## src/pse_pkg.sv

```systemverilog
// package for the execution status encoder: status codes, event kinds, fsm states
// assumes nothing beyond a SystemVerilog-2012 compiler
package pse_pkg;

  localparam int PSE_CODE_W = 4;

  // ----------------------------------------------------------------
  // status codes shown on the four status outputs
  // ----------------------------------------------------------------
  localparam logic [3:0] CODE_USR_RUN   = 4'h0;
  localparam logic [3:0] CODE_USR_END   = 4'h1;
  localparam logic [3:0] CODE_USR_BNT   = 4'h2;
  localparam logic [3:0] CODE_USR_BT    = 4'h3;
  localparam logic [3:0] CODE_USR_TBL   = 4'h4;
  localparam logic [3:0] CODE_HALTED    = 4'h5;
  localparam logic [3:0] CODE_LP_STOP   = 4'h6;
  localparam logic [3:0] CODE_RESERVED  = 4'h7;
  localparam logic [3:0] CODE_SUP_RUN   = 4'h8;
  localparam logic [3:0] CODE_SUP_END   = 4'h9;
  localparam logic [3:0] CODE_SUP_BNT   = 4'hA;
  localparam logic [3:0] CODE_SUP_BT    = 4'hB;
  localparam logic [3:0] CODE_SUP_TBL   = 4'hC;
  localparam logic [3:0] CODE_STOPPED   = 4'hD;
  localparam logic [3:0] CODE_EXC_RET   = 4'hE;
  localparam logic [3:0] CODE_STACKING  = 4'hF;
  localparam logic [3:0] CODE_RESET_VAL = 4'h0;

  // supervisor bit of a code, and offsets of the end and table codes from the run code
  localparam int          CODE_SUP_BIT  = 3;
  localparam logic [3:0]  OFS_END       = 4'h1;
  localparam logic [3:0]  OFS_BNT       = 4'h2;
  localparam logic [3:0]  OFS_BT        = 4'h3;
  localparam logic [3:0]  OFS_TBL       = 4'h4;

  // ----------------------------------------------------------------
  // kind of instruction reported at its last execution stage
  // ----------------------------------------------------------------
  typedef enum logic [2:0] {
    PSE_INS_PLAIN      = 3'h0,  // ordinary instruction
    PSE_INS_FLOW       = 3'h1,  // taken branch, jump, call, return, sr write, movec, cas ...
    PSE_INS_COND_NT    = 3'h2,  // conditional branch or decrement_branch_loop not taken
    PSE_INS_FLOAT_NT   = 3'h3,  // float_conditional_branch not taken
    PSE_INS_FTRAP_NT   = 3'h4,  // float_conditional_trap that does not trap
    PSE_INS_EXC_RETURN = 3'h5   // exception_return_instr
  } pse_ins_t;

  // ----------------------------------------------------------------
  // persistent processor states, gray along run->stack->...
  // ----------------------------------------------------------------
  typedef enum logic [2:0] {
    PSE_ST_RUN     = 3'b000,
    PSE_ST_STACK   = 3'b001,
    PSE_ST_EXCRET  = 3'b011,
    PSE_ST_TABLE   = 3'b010,
    PSE_ST_STOPPED = 3'b110,
    PSE_ST_HALTED  = 3'b111,
    PSE_ST_LPSTOP  = 3'b101
  } pse_state_t;

endpackage : pse_pkg

```

## src/pse_status_enc.sv

```systemverilog
// pse_status_enc: four-bit execution status code driven from the execution unit
// assumes event inputs are synchronous one-cycle pulses from the execution core
`timescale 1ns/1ns
// Notes on behaviour
// - status outputs change on the clock, independent of bus transfers
// - state codes carry no pipe stage and hold while the state lasts
// - default code is 0 in user state, 8 in supervisor state
// - completion codes last one clock per instruction, never two at once
// - user codes: 0 run, 1 end, 2 not taken, 3 taken, 4 table
// - supervisor codes: 8 run, 9 end, A not taken, B taken, C table
// - 5 halted, D stopped, E exception return running, F stacking
// - 6 low-power stop only on low-voltage variant; 7 never driven
// - taken code means flow change; stacking always ends with code B
// - flow-changing and serialising instructions end with the taken code
// - only integer not-taken branches give not-taken; float one gives end
// - other instructions end plainly; back-to-back ends hold the end code
// - access error before execute: no end code, stacking then B
// - float trap not trapping ends plainly; trapping shows stacking then B
// - two interrupts: end, stacking, B, run code, stacking, B
// - exception return after an instruction: end, E, then taken code
// - reset clears the status outputs
module pse_status_enc
  import pse_pkg::*;
#(
  parameter bit LOW_VOLTAGE = 1'b0
)
(
  input  wire logic                  clk,
  input  wire logic                  rstn,
  input  wire logic                  supervisor,
  input  wire logic                  instr_done,
  input  pse_pkg::pse_ins_t          instr_kind,
  input  wire logic                  exc_start,
  input  wire logic                  exc_done,
  input  wire logic                  excret_done,
  input  wire logic                  table_busy,
  input  wire logic                  stop_enter,
  input  wire logic                  lpstop_enter,
  input  wire logic                  wake,
  input  wire logic                  double_fault,
  output logic [3:0]                 exec_state_code
);
  import pse_pkg::*;

  // ----------------------------------------------------------------
  // instruction classification
  // ----------------------------------------------------------------
  pse_state_t state_r;
  pse_state_t state_nxt;
  logic       taken_w;
  logic       not_taken_w;
  logic       is_excret_w;
  logic       end_pulse_w;
  logic       exc_bt_w;
  logic [3:0] code_nxt;
  logic [3:0] code_r;

  assign taken_w     = (instr_kind == PSE_INS_FLOW);
  assign not_taken_w = (instr_kind == PSE_INS_COND_NT);
  assign is_excret_w = (instr_kind == PSE_INS_EXC_RETURN);
  // an exception return shows its plain end first, then E, then taken
  assign end_pulse_w = instr_done && (state_r == PSE_ST_RUN);
  // stacking finishes like a virtual jump, always in supervisor encoding
  assign exc_bt_w    = ((state_r == PSE_ST_STACK) && exc_done) ||
                       ((state_r == PSE_ST_EXCRET) && excret_done);

  // ----------------------------------------------------------------
  // persistent state tracking
  // ----------------------------------------------------------------
  // halt is sticky until reset; a double fault preempts everything else
  always_comb begin
    state_nxt = state_r;
    if (double_fault) begin
      state_nxt = PSE_ST_HALTED;
    end else begin
      unique case (state_r)
        PSE_ST_RUN: begin
          if (exc_start)                 state_nxt = PSE_ST_STACK;
          else if (instr_done && is_excret_w)
                                          state_nxt = PSE_ST_EXCRET;
          else if (stop_enter)            state_nxt = PSE_ST_STOPPED;
          else if (lpstop_enter && LOW_VOLTAGE)
                                          state_nxt = PSE_ST_LPSTOP;
          else if (table_busy)            state_nxt = PSE_ST_TABLE;
        end
        PSE_ST_STACK:   if (exc_done)    state_nxt = PSE_ST_RUN;
        PSE_ST_EXCRET:  if (excret_done) state_nxt = PSE_ST_RUN;
        PSE_ST_TABLE: begin
          if (exc_start)                 state_nxt = PSE_ST_STACK;
          else if (!table_busy)          state_nxt = PSE_ST_RUN;
        end
        PSE_ST_STOPPED, PSE_ST_LPSTOP: begin
          // an interrupt wakes the core by stacking
          if (exc_start)                 state_nxt = PSE_ST_STACK;
          else if (wake)                 state_nxt = PSE_ST_RUN;
        end
        PSE_ST_HALTED:                   state_nxt = PSE_ST_HALTED;
        default:                         state_nxt = PSE_ST_RUN;
      endcase
    end
  end

  // ----------------------------------------------------------------
  // code selection
  // ----------------------------------------------------------------
  pse_code_mux u_mux (
    .supervisor    (supervisor),
    .state         (state_r),
    .end_pulse     (end_pulse_w),
    .end_taken     (taken_w),
    .end_not_taken (not_taken_w),
    .exc_bt        (exc_bt_w),
    .code          (code_nxt)
  );

  always_ff @(posedge clk or negedge rstn) begin
    if (!rstn) begin
      state_r <= PSE_ST_RUN;
      code_r  <= CODE_RESET_VAL;
    end else begin
      state_r <= state_nxt;
      code_r  <= code_nxt;
    end
  end

  assign exec_state_code = code_r;
endmodule // pse_status_enc

```

## src/pse_code_mux.sv

```systemverilog
// pse_code_mux: combinational choice of the next status code
// assumes the caller registers the result; no state of its own
`timescale 1ns/1ns
module pse_code_mux
  import pse_pkg::*;
(
  input  wire logic             supervisor,
  input  pse_pkg::pse_state_t   state,
  input  wire logic             end_pulse,
  input  wire logic             end_taken,
  input  wire logic             end_not_taken,
  input  wire logic             exc_bt,
  output logic [3:0]            code
);
  import pse_pkg::*;

  logic [3:0] base_w;
  logic [3:0] end_w;
  logic [3:0] state_w;

  assign base_w = supervisor ? CODE_SUP_RUN : CODE_USR_RUN;
  // one completion code at a time: taken beats not taken beats plain end
  assign end_w  = exc_bt        ? CODE_SUP_BT :
                  end_taken     ? (base_w | OFS_BT) :
                  end_not_taken ? (base_w | OFS_BNT) :
                                  (base_w | OFS_END);

  always_comb begin
    unique case (state)
      PSE_ST_STACK:   state_w = CODE_STACKING;
      PSE_ST_EXCRET:  state_w = CODE_EXC_RET;
      PSE_ST_TABLE:   state_w = base_w | OFS_TBL;
      PSE_ST_STOPPED: state_w = CODE_STOPPED;
      PSE_ST_HALTED:  state_w = CODE_HALTED;
      PSE_ST_LPSTOP:  state_w = CODE_LP_STOP;
      default:        state_w = base_w;
    endcase
  end

  assign code = (end_pulse || exc_bt) ? end_w : state_w;
endmodule // pse_code_mux

```

## config.mk

```make
export PLATFORM = sky130hd
export DESIGN_NAME = pse_status_enc
export DESIGN_NICKNAME = d
export VERILOG_FILES = /design/src/pse_pkg.sv /design/src/pse_status_enc.sv /design/src/pse_code_mux.sv
export SDC_FILE = /design/constraint.sdc
export NUM_CORES = 1
export LEC_CHECK = 0
export BUFFER_PORTS_ARGS = -buffer_cell sky130_fd_sc_hd__buf_4
export CAP_MARGIN = 0
export CORE_MARGIN = 5
export CORE_UTILIZATION = 30
export DETAILED_ROUTE_END_ITERATION = 8
export GPL_TIMING_DRIVEN = 1
export MAX_ROUTING_LAYER = met4
export SETUP_SLACK_MARGIN = 0.2
export SLEW_MARGIN = 20
export SYNTH_ARGS = -nofsm -noshare
export SYNTH_HDL_FRONTEND = slang
export SYNTH_SLANG_ARGS = --single-unit
```

## constraint.sdc

```tcl
create_clock -name clk -period 2.95 [get_ports clk]
set_input_delay 0.59 -clock clk [delete_from_list [all_inputs] [get_ports clk]]
set_output_delay 0.59 -clock clk [all_outputs]
set_load 0.1 [all_outputs]
```

# Word-level counts from Yosys, hierarchy flattened
# Cells that the tools add are included.
# W data, S select, Z words.
# word_totals
wordCells	43
register_bits	7
input_bits	15
# classes
muxes	18
eq_ne	14
reduce_logical	9
# ops
op	count
$mux W3	11
$pmux W4 S6	1
$pmux W3 S6	1
$eq A3 B3 Y1 const B	4
$mux W4	3
$eq A3 B2 Y1 const B	3
$ne A4 B4 Y1 const B	2
$eq A3 B1 Y1 const B	2
$ne A3 B3 Y1 const B	2
$ne A6 B5 Y1 const B	1
$reduce_and A5 Y1	1
$logic_and A1 B1 Y1	4
$mux W2	2
$logic_not A3 Y1	1
$logic_or A1 B1 Y1	2
$reduce_or A2 Y1	1

# Logic depth before layout (Yosys ltp)
# logic_depth
depth_word	6
mapped_depth	5
mapped_depth_nobuf	4

# Modules after synthesis
# From an unflattened synthesis, not the netlist that was laid out.
# unflattened
cells_unflattened	51
hier_area_um2	495.5
# modules_own_cells
mod	area_per_inst_um2	instances	seq_area_each_um2	cells_per_inst
pse_status_enc	409.1	1	175.2	39
pse_code_mux	86.3	1	0.0	12

# Worst setup path after synthesis
# Ideal clock, no wire load.
# synth_timing
path_kind	input -> register
startpoint	input table_busy
endpoint	register state_r[2]
t_required_ps	2812
slack_ps	1421
t_arrival_ps	1391
stages	4
path_cell_list	nor2b_1 > a32o_1 > o41ai_2 > a221oi_2
# synth_via
elab_chain_cells	2
elab_cells_between_ends	3
cone_classes	eq/ne: 2; reduce/logical: 1
# synth_lines
element	line_no	text
start: declaration	pse_status_enc.sv:36	input wire logic table_busy,
$ne A6 B5 Y1 (no source line) or $ne A4 B4 Y1 (tied branches)	n/a	
$reduce_and A5 Y1 (no source line) (*)	n/a	
end signal: assignment	pse_status_enc.sv:121	state_r <= state_nxt;
end: declaration	pse_status_enc.sv:48	pse_state_t state_r;
# Every way passes the cells marked *; elsewhere a longest branch is shown, timed or not.
# A chain may end at the register's enable or synchronous reset.

# Worst setup path in the final report
# layout_timing
startpoint	register state_r[1]
endpoint	register state_r[2]
# layout_via
elab_chain_cells	4
elab_cells_between_ends	16
cone_classes	eq/ne: 11; mux: 2; reduce/logical: 3
# layout_lines
element	line_no	text
$eq A3 B3 Y1	pse_status_enc.sv:76	unique case (state_r)
$reduce_or A2 Y1	pse_status_enc.sv:76	
$ne A4 B4 Y1 (no source line) or $pmux W3 S6 (tied branches)	n/a	
$reduce_and A5 Y1 (no source line) or $mux W3 (tied branches)	n/a	
# Several ways; a longest one is shown, not always the timed one.

==> impl_metrics.ini <==
[synth]
netlist_area_sq_um = 531
synth_fp_nets = 76
synth_area_leaders = dfrtp_1 33%, a21oi_1 6.6%, nor2_1 6.4%
yosys.area.top_type = dfrtp_1
synth_edf_count = 0
synth_common_cells = 9 x nor2_1, 7 x a21oi_1, 7 x dfrtp_1, 3 x inv_1, 3 x nand2b_1
synth-seq-area-share = 0.330
syn_inst = 61
synth_top_area_frac = 0.330
yosysMostFrequentCell = nor2_1
synth_area_per_cell_sq_um = 8.70
ys_ff_latch = 7
synth_top_flop_cell = dfrtp_1
synth_warnings = 0
synth.distinct_cells = 29
async_flop_share = 1.00

[floorplanning]
dieWidth_microns = 52.1
ioPinCount = 19
core-area_sq_mm = 0.00171
rows = 15
die_h_microns = 52.1
die_area_sq_mm = 0.00271
initial_utilization = 0.311

[timing]
finalHoldViolations = 0
period_minus_slack_ps = 1720
finalMaxSlewViolations = 0
finalSetupTns_ps = 0
max_slew_margin = 0.629
skew_ps = 5.12
tightest_slew_ps = 556
report.final.setup_viol = 0
max_freq_mhz = 582
grt_setup_unrepaired = no
period_share = 0.582

[grt]
grt_pass1_vias = 461
grt_max_degree = 18
grt_pass1_wl_mm = 2.01
grt_overflow = 0
grt_util_all_layers = 0.101
antenna_found_initial = 0

[cts]
cts_made_buffers = 3
h-tree-depth = 1
postCtsHoldBufs = 0
postCtsSetupRepairBufs = 0
post_cts_resized = 0
cts_root_buf = clkbuf_4
cts_tree = done
clk_pin_slew_ps = 50
insertion_delay_ps = 250
clockBufferDepth = 2
clkSinkCount = 7

[critical_path]
slowest_stage = dfrtp_1
cp-startpoint = state_r[1]$_DFFE_PN0P_
slowest_delay_ps = 690
worstSetupEndpointType = register
cp-start-kind = register
critPathKind = reg2reg
path_max_fanout = 17
worstPathArrival_ps = 1830
worst-path-buf-inv = 0
rr_startpoint = state_r[1]$_DFFE_PN0P_
cp_top_family = compound AO/OA/AOI/OAI gates
crit_chain = xor2_1, a32o_1, o41ai_2, a221oi_2
required_ps = 3060

[power]
peakVddDrop_uv = 489
p_leak_nw = 0.285
power_density_mw_per_mm2 = 1040
finalPower_mw = 0.723

[cells_and_area]
final_nets = 94
utilization = 0.406
fill_cells = 169
area_growth_pct = 30.7
stdcell_area_sq_um = 693
drive_gt1_frac = 0.308
register_area_sq_um = 175
final_cells = 103
multiInputGateArea_sq_um = 322
diodes = 0

[route]
drtIter0Drc = 8
drc = 0
dr.pass1.iters = 5
antenna_left = 0
vias = 500
wl_per_cell_microns = 11.9
viasPerCell = 4.85
wl_mm = 1.22

[place]
placedCellCount = 99
io_buffers = 17
place_congestion = 0.714
dpl-instance-area_sq_um = 667

[outcome]
status = finished clean

[hold_path]
hp-class = in2async

[job]
drv_cap = 0
[worst paths after layout]
path	slack, ps	depth (start not counted)	to
worst max-delay path	1230	4	state_r[2]$_DFFE_PN0P_
worst min-delay path	130	1	state_r[0]$_DFFE_PN0P_
worst max register to register	1230	4	state_r[2]$_DFFE_PN0P_
worst min register to register	770	1	exec_state_code[1]$_DFF_PN0_
max in group asynchronous	2690	1	exec_state_code[2]$_DFF_PN0_
min in group clk	600	3	state_r[0]$_DFFE_PN0P_
[metrics by stage]
stage | hold WS (ps) | setup WS [ps]
4_1_cts | 138 | 1270
5_1_grt | 127 | 1120
3_3_place_gp | 404 | 1240
3_5_place_dp | 404 | 1240
6_report | 134 | 1230
2_1_floorplan | 294 | 1420
[cell usage in the layout (no fill, tap or decap), types with 2 or more instances in the layout]
cell / n
nor2_1: 9
xor2_1: 2
nand2b_1: 3
buf_4: 17
nand2_1: 2
o21ai_0: 2
dfrtp_1: 7
a31oi_1: 2
inv_1: 3
a21boi_0: 2
a21oi_1: 7
nand4_1: 2
clkbuf_4: 3
[registers in the layout, indices dropped and copies added, names as in the netlist]
| signal | cells |
|---|---|
| exec_state_code | 4 |
| state_r | 3 |
[metal layers]
layer  vias up  global-route usage  part of all wire
li1        259                   -                 -
met1       228               0.136              0.50
met2        13               0.142              0.46
met3         0              0.0430             0.048
met4         0              0.0131                 0
met5         -                   -                 0
[worst reg2reg max path, delay by kind of cell (launching register included)]
family                    cells  cell delay [ps]
DFF                           1              690
xor gates and xnor gates      1              150
AOI/OAI and AO/OA             3              740
[where the power goes]
part / switching [mW] / internal (mW) / leakage (nW)
Combinational: 0.291 / 0.125 / 0.193
Clock: 0.0346 / 0.0516 / 0.0150
Sequential: 0.0828 / 0.138 / 0.0763
Total: 0.408 / 0.315 / 0.285
[area by class of cell]
type                    instances  share of cell area
multi-input cells              47               0.464
clock buffers                   4              0.0379
well taps                      25              0.0451
flip-flops and latches          7               0.253
inverters                       3              0.0162
repair buffers                 17               0.184
[kinds of logic after synthesis]
kind of cell	Yosys count	synth area share
AOI/OAI and AO/OA	20	0.278
xor gates and xnor gates	2	0.0330
adders and majority gates	1	0.0189
buffers and inverters	7	0.0637
DFF	7	0.330
and+or+nand+nor	24	0.276
No activity file was read; power rests on OpenSTA's default activity.
